--- config.mk ---
export PLATFORM = sky130hd
export DESIGN_NAME = tos_output_selector
export DESIGN_NICKNAME = d
export VERILOG_FILES = /design/src/tos_pkg.sv /design/src/tos_aux_clk.sv /design/src/tos_sync3.sv /design/src/tos_output_selector.sv
export SDC_FILE = /design/constraint.sdc
export NUM_CORES = 1
export LEC_CHECK = 0
export BUFFER_PORTS_ARGS = -buffer_cell sky130_fd_sc_hd__buf_2
export CELL_PAD_IN_SITES_DETAIL_PLACEMENT = 1
export CELL_PAD_IN_SITES_GLOBAL_PLACEMENT = 1
export CORE_AREA = 4 4 174 302
export CTS_CLUSTER_DIAMETER = 40
export CTS_CLUSTER_SIZE = 8
export DETAILED_ROUTE_END_ITERATION = 10
export DIE_AREA = 0 0 178 306
export GPL_TIMING_DRIVEN = 1
export PLACE_DENSITY_LB_ADDON = 0.1
export SYNTH_ARGS = -nofsm -noshare
export SYNTH_HDL_FRONTEND = slang
export SYNTH_SLANG_ARGS = --single-unit
--- constraint.sdc ---
create_clock -name i_sys_clk -period 7 [get_ports i_sys_clk]
set_input_delay 0.7 -clock i_sys_clk [delete_from_list [all_inputs] [get_ports i_sys_clk]]
set_output_delay 0.7 -clock i_sys_clk [all_outputs]
set_load 0.01 [all_outputs]
--- src/tos_pkg.sv ---
package tos_pkg;
   // register byte offsets
   localparam logic [7:0] TOS_GPO_CTRL_OFS   = 8'h00;
   localparam logic [7:0] TOS_AUX_CTRL_OFS   = 8'h04;
   localparam logic [7:0] TOS_FRAC_OFS       = 8'h08;
   localparam logic [7:0] TOS_TEST_OFS       = 8'h0C;
   localparam logic [7:0] TOS_STATUS_OFS     = 8'h10;
   // gpo control field positions
   localparam int         TOS_SEL_LSB        = 0;
   localparam int         TOS_DATA_LSB       = 4;
   // aux clock control field positions
   localparam int         TOS_AUX_SRC_LSB    = 0;
   localparam int         TOS_AUX_DLY_LSB    = 2;
   localparam int         TOS_AUX_DIV_LSB    = 4;
   // test register field positions
   localparam int         TOS_RING_TEST_BIT  = 0;
   // reset values
   localparam logic [31:0] TOS_GPO_CTRL_RST  = 32'h0000_0000;
   localparam logic [31:0] TOS_AUX_CTRL_RST  = 32'h0000_0000;
   localparam logic [31:0] TOS_FRAC_RST      = 32'h0000_0000;
   localparam logic [31:0] TOS_TEST_RST      = 32'h0000_0000;
   // axi response codes
   localparam logic [1:0] TOS_RESP_OKAY      = 2'h0;
   localparam logic [1:0] TOS_RESP_SLVERR    = 2'h2;
   // output source select codes
   typedef enum logic [3:0] {
      TOS_SEL_DIRECT = 4'h0,
      TOS_SEL_DIV    = 4'h1,
      TOS_SEL_LOCK   = 4'h2,
      TOS_SEL_SLIP   = 4'h3,
      TOS_SEL_FRAC   = 4'h4,
      TOS_SEL_ACC    = 4'h6,
      TOS_SEL_AUX    = 4'h7,
      TOS_SEL_MVCO   = 4'h9,
      TOS_SEL_MOD    = 4'hA
   } tos_sel_t;
   // aux source codes
   localparam logic [1:0] TOS_AUX_SRC_VCO    = 2'h0;
   localparam logic [1:0] TOS_AUX_SRC_REF    = 2'h1;
   localparam logic [1:0] TOS_AUX_SRC_RING   = 2'h2;
   // delay line length per delay step
   localparam int         TOS_DLY_STEP       = 2;
endpackage

--- src/tos_aux_clk.sv ---
`timescale 1ns/1ns
// aux clock: source mux, delay line, even divider
module tos_aux_clk
   import tos_pkg::*;
(
   input  wire logic       i_sys_clk,
   input  wire logic       i_rst_n,
   input  wire logic       i_vco_clk,
   input  wire logic       i_ref_clk,
   input  wire logic       i_ring_clk,
   input  wire logic [1:0] i_src_sel,
   input  wire logic [1:0] i_dly_sel,
   input  wire logic [2:0] i_div_sel,
   output logic            o_aux_clk
);
   logic       src;
   logic [7:0] dly_reg, dly_next;
   logic       dly_tap, tap_reg;
   logic [3:0] cnt_reg, cnt_next;
   logic       out_reg, out_next;
   logic [3:0] half;

   // source pick; unstabilized ring is a free option
   always_comb begin
      case (i_src_sel)
         TOS_AUX_SRC_VCO:  src = i_vco_clk;
         TOS_AUX_SRC_REF:  src = i_ref_clk;
         TOS_AUX_SRC_RING: src = i_ring_clk;
         default:          src = i_vco_clk;
      endcase
   end

   // tapped delay line, tap chosen by delay mode
   always_comb begin
      dly_next = {dly_reg[6:0], src};
      case (i_dly_sel)
         2'h0:    dly_tap = src;
         2'h1:    dly_tap = dly_reg[TOS_DLY_STEP - 1];
         2'h2:    dly_tap = dly_reg[2 * TOS_DLY_STEP - 1];
         default: dly_tap = dly_reg[4 * TOS_DLY_STEP - 1];
      endcase
   end

   // divide by 2*(sel+1), counted on rising tap edges
   always_comb begin
      half     = {1'b0, i_div_sel} + 4'h1;
      cnt_next = cnt_reg;
      out_next = out_reg;
      if (dly_tap && !tap_reg) begin                            // rising edge of the chosen tap
         if (cnt_reg + 4'h1 >= half) begin
            cnt_next = 4'h0;
            out_next = ~out_reg;
         end else begin
            cnt_next = cnt_reg + 4'h1;
         end
      end
   end

   always_ff @(posedge i_sys_clk or negedge i_rst_n) begin
      if (!i_rst_n) begin
         dly_reg <= 8'h00;
         cnt_reg <= 4'h0;
         out_reg <= 1'b0;
         tap_reg <= 1'b0;
      end else begin
         dly_reg <= dly_next;
         cnt_reg <= cnt_next;
         out_reg <= out_next;
         tap_reg <= dly_tap;
      end
   end

   assign o_aux_clk = out_reg;
endmodule // tos_aux_clk

--- src/tos_sync3.sv ---
`timescale 1ns/1ns
// three-stage input sync; change taken once stages two and three agree
module tos_sync3 #(
   parameter int W = 1
) (
   input  wire logic         i_sys_clk,
   input  wire logic         i_rst_n,
   input  wire logic [W-1:0] i_d,
   output logic [W-1:0]      o_q
);
   logic [W-1:0] s1_reg, s2_reg, s3_reg, q_reg, q_next;

   always_comb begin
      q_next = q_reg;
      for (int i = 0; i < W; i++) begin
         if (s2_reg[i] == s3_reg[i]) begin
            q_next[i] = s3_reg[i];
         end
      end
   end

   always_ff @(posedge i_sys_clk or negedge i_rst_n) begin
      if (!i_rst_n) begin
         s1_reg <= '0;
         s2_reg <= '0;
         s3_reg <= '0;
         q_reg  <= '0;
      end else begin
         s1_reg <= i_d;
         s2_reg <= s1_reg;
         s3_reg <= s2_reg;
         q_reg  <= q_next;
      end
   end

   assign o_q = q_reg;
endmodule // tos_sync3

--- src/tos_output_selector.sv ---
// The AXI4-Lite slave port and the address map were decided locally.
`timescale 1ns/1ns
// What this block does
// - select 0 drives the three pins from direct value bits 6:4.
// - select 1 puts buffered reference input on pin 3.
// - select 1 puts reference divider on pin 2, prescaler on pin 1.
// - select 2: lock window pin 1, up pin 3, down pin 2.
// - select 3: ref-faster pin 3, vco-faster pin 2, max-gain hold pin 1.
// - max-gain hold stays asserted through pull-in until lock.
// - fractional register write makes a synchronized strobe starting modulator update.
// - select 4: frac strobe pin 1, reference divider pin 2, sine ref pin 3.
// - select 6: top three accumulator bits on pins 3..1, pin 3 msb.
// - select 7: aux clock pin 3, ring oscillator pin 2, modulator clock pin 1.
// - aux clock source from vco clocks, reference clocks or free ring.
// - aux clock delayed by amount set in bits 3:2 of aux control.
// - aux clock divided by even ratio 2 to 16 from bits 6:4.
// - select 10: three modulator output lsbs on pins 3..1, pin 1 lsb.
// - select 9: multi-vco latch enables on the pins.
// - ring test mode with select 7: lock ring on pin 2, lock detect off.
module tos_output_selector
   import tos_pkg::*;
(
   input  wire logic        i_sys_clk,
   input  wire logic        i_rst_n,
   // axi4-lite slave
   input  wire logic [7:0]  i_awaddr,
   input  wire logic        i_awvalid,
   output logic             o_awready,
   input  wire logic [31:0] i_wdata,
   input  wire logic [3:0]  i_wstrb,
   input  wire logic        i_wvalid,
   output logic             o_wready,
   output logic [1:0]       o_bresp,
   output logic             o_bvalid,
   input  wire logic        i_bready,
   input  wire logic [7:0]  i_araddr,
   input  wire logic        i_arvalid,
   output logic             o_arready,
   output logic [31:0]      o_rdata,
   output logic [1:0]       o_rresp,
   output logic             o_rvalid,
   input  wire logic        i_rready,
   // internal waveforms from pins or other clock trees
   input  wire logic        i_ref_in,
   input  wire logic        i_sine_ref,
   input  wire logic        i_ref_div,
   input  wire logic        i_prescaler,
   input  wire logic        i_pfd_up,
   input  wire logic        i_pfd_dn,
   input  wire logic        i_ref_faster,
   input  wire logic        i_vco_faster,
   input  wire logic        i_vco_clk,
   input  wire logic        i_ring_osc,
   input  wire logic        i_lock_ring,
   input  wire logic        i_lock_window,
   input  wire logic        i_locked,
   // modulator state, same clock
   input  wire logic [2:0]  i_acc_msb,
   input  wire logic [2:0]  i_mod_lsb,
   input  wire logic        i_mod_clk,
   input  wire logic [2:0]  i_mvco_le,
   // outputs
   output logic             o_frac_update,
   output logic [31:0]      o_frac_word,
   output logic             o_lock_detect_en,
   output logic             o_aux_out_pin1,
   output logic             o_aux_out_pin2,
   output logic             o_aux_out_pin3
);
   localparam int NS = 13;

   logic [31:0]   gpo_ctrl_reg, gpo_ctrl_next;
   logic [31:0]   aux_ctrl_reg, aux_ctrl_next;
   logic [31:0]   frac_reg, frac_next;
   logic [31:0]   test_reg, test_next;
   logic          aw_reg, aw_next, w_reg, w_next, b_reg, b_next;
   logic [7:0]    awa_reg, awa_next;
   logic [31:0]   wd_reg, wd_next;
   logic [3:0]    ws_reg, ws_next;
   logic [1:0]    bresp_reg, bresp_next;
   logic          r_reg, r_next;
   logic [31:0]   rdata_reg, rdata_next;
   logic [1:0]    rresp_reg, rresp_next;
   logic          frac_wr_reg, frac_wr_next;
   logic          strobe_reg, strobe_next;
   logic          hold_reg, hold_next;
   logic [2:0]    pins_reg, pins_next;
   logic [NS-1:0] raw, syn;
   logic          aux_clk;
   logic          ring_test;
   logic          do_write;

   // byte-lane merge for register writes
   function automatic logic [31:0] merge(input logic [31:0] old, input logic [31:0] d,
                                         input logic [3:0] s);
      logic [31:0] r;
      r = old;
      for (int i = 0; i < 4; i++) begin
         if (s[i]) begin
            r[8*i +: 8] = d[8*i +: 8];
         end
      end
      return r;
   endfunction

   // known offsets
   function automatic logic mapped(input logic [7:0] a);
      return (a == TOS_GPO_CTRL_OFS) || (a == TOS_AUX_CTRL_OFS) || (a == TOS_FRAC_OFS)
             || (a == TOS_TEST_OFS) || (a == TOS_STATUS_OFS);
   endfunction

   // pin and foreign-clock signals resynchronized before use
   assign raw = {i_ref_in, i_sine_ref, i_ref_div, i_prescaler, i_pfd_up, i_pfd_dn,
                 i_ref_faster, i_vco_faster, i_vco_clk, i_ring_osc, i_lock_ring,
                 i_lock_window, i_locked};

   tos_sync3 #(.W(NS)) u_sync (
      .i_sys_clk (i_sys_clk),
      .i_rst_n   (i_rst_n),
      .i_d       (raw),
      .o_q       (syn)
   );

   // aux clock generator
   tos_aux_clk u_aux (
      .i_sys_clk  (i_sys_clk),
      .i_rst_n    (i_rst_n),
      .i_vco_clk  (syn[4]),
      .i_ref_clk  (syn[12]),
      .i_ring_clk (syn[3]),
      .i_src_sel  (aux_ctrl_reg[TOS_AUX_SRC_LSB +: 2]),
      .i_dly_sel  (aux_ctrl_reg[TOS_AUX_DLY_LSB +: 2]),
      .i_div_sel  (aux_ctrl_reg[TOS_AUX_DIV_LSB +: 3]),
      .o_aux_clk  (aux_clk)
   );

   assign do_write = aw_reg && w_reg && !b_reg;

   // write channel: address and data taken in either order, response after both
   always_comb begin
      aw_next       = aw_reg;
      w_next        = w_reg;
      b_next        = b_reg;
      awa_next      = awa_reg;
      wd_next       = wd_reg;
      ws_next       = ws_reg;
      bresp_next    = bresp_reg;
      gpo_ctrl_next = gpo_ctrl_reg;
      aux_ctrl_next = aux_ctrl_reg;
      frac_next     = frac_reg;
      test_next     = test_reg;
      frac_wr_next  = 1'b0;
      if (i_awvalid && o_awready) begin
         aw_next  = 1'b1;
         awa_next = i_awaddr;
      end
      if (i_wvalid && o_wready) begin
         w_next  = 1'b1;
         wd_next = i_wdata;
         ws_next = i_wstrb;
      end
      if (do_write) begin
         b_next     = 1'b1;
         bresp_next = mapped(awa_reg) ? TOS_RESP_OKAY : TOS_RESP_SLVERR;
         case (awa_reg)
            TOS_GPO_CTRL_OFS: gpo_ctrl_next = merge(gpo_ctrl_reg, wd_reg, ws_reg);
            TOS_AUX_CTRL_OFS: aux_ctrl_next = merge(aux_ctrl_reg, wd_reg, ws_reg);
            TOS_FRAC_OFS: begin
               frac_next    = merge(frac_reg, wd_reg, ws_reg);
               frac_wr_next = 1'b1;
            end
            TOS_TEST_OFS:     test_next = merge(test_reg, wd_reg, ws_reg);
            default:          ;
         endcase
      end
      if (b_reg && i_bready) begin
         b_next  = 1'b0;
         aw_next = 1'b0;
         w_next  = 1'b0;
      end
   end

   assign o_awready = !aw_reg;
   assign o_wready  = !w_reg;
   assign o_bvalid  = b_reg;
   assign o_bresp   = bresp_reg;

   // read channel: one cycle to answer, held until rready
   always_comb begin
      r_next     = r_reg;
      rdata_next = rdata_reg;
      rresp_next = rresp_reg;
      if (i_arvalid && o_arready) begin
         r_next     = 1'b1;
         rresp_next = mapped(i_araddr) ? TOS_RESP_OKAY : TOS_RESP_SLVERR;
         case (i_araddr)
            TOS_GPO_CTRL_OFS: rdata_next = gpo_ctrl_reg;
            TOS_AUX_CTRL_OFS: rdata_next = aux_ctrl_reg;
            TOS_FRAC_OFS:     rdata_next = frac_reg;
            TOS_TEST_OFS:     rdata_next = test_reg;
            TOS_STATUS_OFS:   rdata_next = {27'h0, hold_reg, o_lock_detect_en, pins_reg};
            default:          rdata_next = 32'h0000_0000;
         endcase
      end else if (r_reg && i_rready) begin
         r_next = 1'b0;
      end
   end

   assign o_arready = !r_reg;
   assign o_rvalid  = r_reg;
   assign o_rdata   = rdata_reg;
   assign o_rresp   = rresp_reg;

   // ring test mode gates lock detection off
   assign ring_test        = test_reg[TOS_RING_TEST_BIT];
   assign o_lock_detect_en = !ring_test;

   // frac strobe one cycle after the write lands; max-gain hold until lock
   always_comb begin
      strobe_next = frac_wr_reg;
      if (!syn[0]) begin
         hold_next = syn[6] | syn[5];
         if (hold_reg) begin
            hold_next = 1'b1;
         end
      end else begin
         hold_next = 1'b0;
      end
   end

   // output mux, registered so pins never glitch on select change
   always_comb begin
      case (gpo_ctrl_reg[TOS_SEL_LSB +: 4])
         TOS_SEL_DIRECT: pins_next = gpo_ctrl_reg[TOS_DATA_LSB +: 3];
         TOS_SEL_DIV:    pins_next = {syn[12], syn[10], syn[9]};
         TOS_SEL_LOCK:   pins_next = {syn[8], syn[7], syn[1]};
         TOS_SEL_SLIP:   pins_next = {syn[6], syn[5], hold_reg};
         TOS_SEL_FRAC:   pins_next = {syn[11], syn[10], strobe_reg};
         TOS_SEL_ACC:    pins_next = i_acc_msb;
         TOS_SEL_AUX:    pins_next = {aux_clk, ring_test ? syn[2] : syn[3],
                                      i_mod_clk};
         TOS_SEL_MVCO:   pins_next = i_mvco_le;
         TOS_SEL_MOD:    pins_next = i_mod_lsb;
         default:        pins_next = 3'h0;
      endcase
   end

   always_ff @(posedge i_sys_clk or negedge i_rst_n) begin
      if (!i_rst_n) begin
         gpo_ctrl_reg <= TOS_GPO_CTRL_RST;
         aux_ctrl_reg <= TOS_AUX_CTRL_RST;
         frac_reg     <= TOS_FRAC_RST;
         test_reg     <= TOS_TEST_RST;
         aw_reg       <= 1'b0;
         w_reg        <= 1'b0;
         b_reg        <= 1'b0;
         awa_reg      <= 8'h00;
         wd_reg       <= 32'h0000_0000;
         ws_reg       <= 4'h0;
         bresp_reg    <= 2'h0;
         r_reg        <= 1'b0;
         rdata_reg    <= 32'h0000_0000;
         rresp_reg    <= 2'h0;
         frac_wr_reg  <= 1'b0;
         strobe_reg   <= 1'b0;
         hold_reg     <= 1'b0;
         pins_reg     <= 3'h0;
      end else begin
         gpo_ctrl_reg <= gpo_ctrl_next;
         aux_ctrl_reg <= aux_ctrl_next;
         frac_reg     <= frac_next;
         test_reg     <= test_next;
         aw_reg       <= aw_next;
         w_reg        <= w_next;
         b_reg        <= b_next;
         awa_reg      <= awa_next;
         wd_reg       <= wd_next;
         ws_reg       <= ws_next;
         bresp_reg    <= bresp_next;
         r_reg        <= r_next;
         rdata_reg    <= rdata_next;
         rresp_reg    <= rresp_next;
         frac_wr_reg  <= frac_wr_next;
         strobe_reg   <= strobe_next;
         hold_reg     <= hold_next;
         pins_reg     <= pins_next;
      end
   end

   assign o_frac_update  = strobe_reg;
   assign o_frac_word    = frac_reg;
   assign o_aux_out_pin1 = pins_reg[0];
   assign o_aux_out_pin2 = pins_reg[1];
   assign o_aux_out_pin3 = pins_reg[2];
endmodule // tos_output_selector

==> metrics <==
status=finished, final reports clean; initial antenna violation count=5; CP max stage cell=or4_4; R2R Path Start=awa_reg[0]; sequential share of the synthesized area=61.9%; FF-to-FF path depth=5; GP Congestion=0.694; power density over the cells=355 nW/um^2; Clk Tree Root Cell=clkbuf_16; clock buffer depth=3; grt total ovfl=0; nature of the critical path endpoint=register; final setup margin=4.28 ns; # setup viols final=0; DP Wirelength=22,700 microns; DIE WIDTH=178 microns; area of the mapped netlist=11,400 sq um; hold_buf cts=0; FP Rows=around 110; Vias/cell=4.25; clock share of power=44.2%; fin nets=1,054; postcts setup bufs=0; Area Overhead vs Synth=27.3%; switching power share of the total=26.9%; antenna-violating nets left=0; number of global-route vias before repair=8,163; CP required=7.43 ns; cell family with most CP delay=simple AND/OR/NAND/NOR gates; CP startpoint=awa_reg[0]; min Tclk post-route=2.72 ns; Slew Limit Fails=0; CP Max Fanout=8; worst slew pin tran=1.00 ns; CTS tree=yes; Pwr Total=5.15 mW; Min-Delay Path Class=in2async; Power Internal=3.77 mW; Die Ht=around 310 microns; initial core utilization=a little under a quarter; Post-synth EDFFs=0; total wire length=33,300 microns; die area=~54,000 sq um; Synth area leaders=dfrtp_1, mux2_2, mux4_2; cts repair resizes=0; Place WS=4.09 ns; Fin Clk Skew=0.0273 ns; leakage=6.85 nW; FMAX=368 MHz; via count=7,041; CP bufs+invs=0; Yosys cell types=between 40 and 50; synth warn=0; DR pass1 iterations=4; most frequently used flop master after synthesis=dfrtp_1; Setup CP Type=reg2reg; DR WL/cell=20.1 microns; clock net sink count=282; Mapped Cells=781; Ports=160; Synth async-reset ratio=100%; Critical Path Source Type=register; Worst-path clk slew=0.05 ns; RSZ-0062 raised after global routing=no; Syn Area/Cell=~15 sq um; Post-synth top cells=dfrtp_1, mux2_2, nand2_1, o21ai_0, nand2b_1; most common cell in the synthesized netlist=dfrtp_1; Total Routing Usage GR=between 10% and 20%; area share of the largest cell type after synthesis=61.9%; layout cells sized above 1=a little under half; Yosys reg bits=~280; Iter 0 DRT Violations=about 180; Psw=1.38 mW; Crit Reg-Reg Endpoint=aux_ctrl_reg[26]; Rel. slew slack=33.2%; Worst EP arrival=about 3.2 ns; drc violations=0; Max VDD drop=0.000167 V; max cap viols=0; H-Tree Depth=2; Core Box Area=50,300 sq um; Reg2Reg Setup Slack=4.28 ns; Yosys top cell by area=dfrtp_1; Final TNS setup=0 ns; largest net degree at the start of global routing=roughly 120; Flop pwr share=43.3%; period utilization=38.8%; TritonCTS Buffers=48; Hold Vio Cnt, Final=0; worst path cell trace=or4_1 -> or4_4 -> nor3b_2 -> nand2_1 -> mux2_1; max incr delay on CP=approximately 0.56 ns; port bufs=between 150 and 200; worst skew pair latency=0.55 ns; Logic pwr share=12.5%; first-pass GRT wire length=slightly above 50,000 microns; final hold slack=0.229 ns
## cell families (layout without fill, tap and decap cells)
family | Yosys count | count (layout) | synth area share [%]
compound gates | 80 | 80 | 4.21
xor+xnor | 5 | 5 | 0.384
fa+ha+maj | 21 | 21 | 2.02
buf+inv | 48 | 255 | 1.65
flops | 282 | 282 | 61.9
mux | 213 | 213 | 23.7
other cells | 1 | 4 | 0.0329
simple gates | 131 | 131 | 6.07
## layout make-up
cell class | count | area, sq um
Tap cell | 666 | 833
Clock inverter | 14 | 180
Sequential cell | 282 | 7060
Antenna cell | 2 | 5.00
Clock buffer | 61 | 1350
Timing Repair Buffer | 165 | 856
Fill cell | 5405 | 35800
Inverter | 15 | 56.3
Multi-Input combinational cell | 452 | 4160
## stage by stage
step                      instances  utilization [%]  instance area (sq um)
final                          1657             28.8                  14500
after detailed placement       1580             25.8                  13000
after CTS                      1655             28.8                  14500
after global routing           1655             28.8                  14500
after floorplan                 782                -                  11400
after global placement         1580             25.8                  13000
## power by group through the flow
stage	Sequential [mW]	Clock, mW	Combinational [mW]
6_report	2.23	2.28	0.642
3_3_place_gp	2.27	0	0.656
3_5_place_dp	2.28	0	0.665
4_1_cts	2.25	2.38	0.666
5_1_grt	2.29	2.43	0.727
2_1_floorplan	2.13	0	0.464
## cell usage in the layout, fill, tap and decap left out, drive strengths merged, types with 2 or more instances in the layout
cell type,instances
a21o,3
a21oi,12
a22oi,6
a2bb2oi,6
a31oi,3
buf,165
bufinv,4
clkbuf,61
clkinv,7
conb,2
dfrtp,282
diode,2
ha,8
inv,17
maj3,13
mux2,174
mux2i,11
mux4,28
nand2,58
nand2b,29
nand3,4
nand3b,2
nor2,13
nor2b,5
nor3,8
nor3b,2
nor4b,3
o21a,2
o21ai,39
o22ai,2
or4,3
xnor2,3
xor2,2
## layer usage
metal / GRT usage [%] / share of wire [%] / vias to the layer above
li1: - / - / 3160
met1: 14.3 / 39 / 3652
met2: 22.6 / 53 / 163
met3: 3.05 / 5.1 / 62
met4: 3.84 / 2.6 / 4
met5: 0 / 0.081 / -
## worst max path at each step
stage | end | slack [ns] | cells after the start
6_report | aux_ctrl_reg[26] | 4.28 | 5
4_1_cts | aux_ctrl_reg[26] | 4.19 | 5
3_5_place_dp | o_rdata[4] | 4.09 | 7
2_1_floorplan | o_rdata[9] | 4.52 | 5
5_1_grt | aux_ctrl_reg[26] | 4.08 | 5
3_3_place_gp | o_rdata[4] | 4.13 | 7
Note: power is estimated with default switching activity, not from simulation.
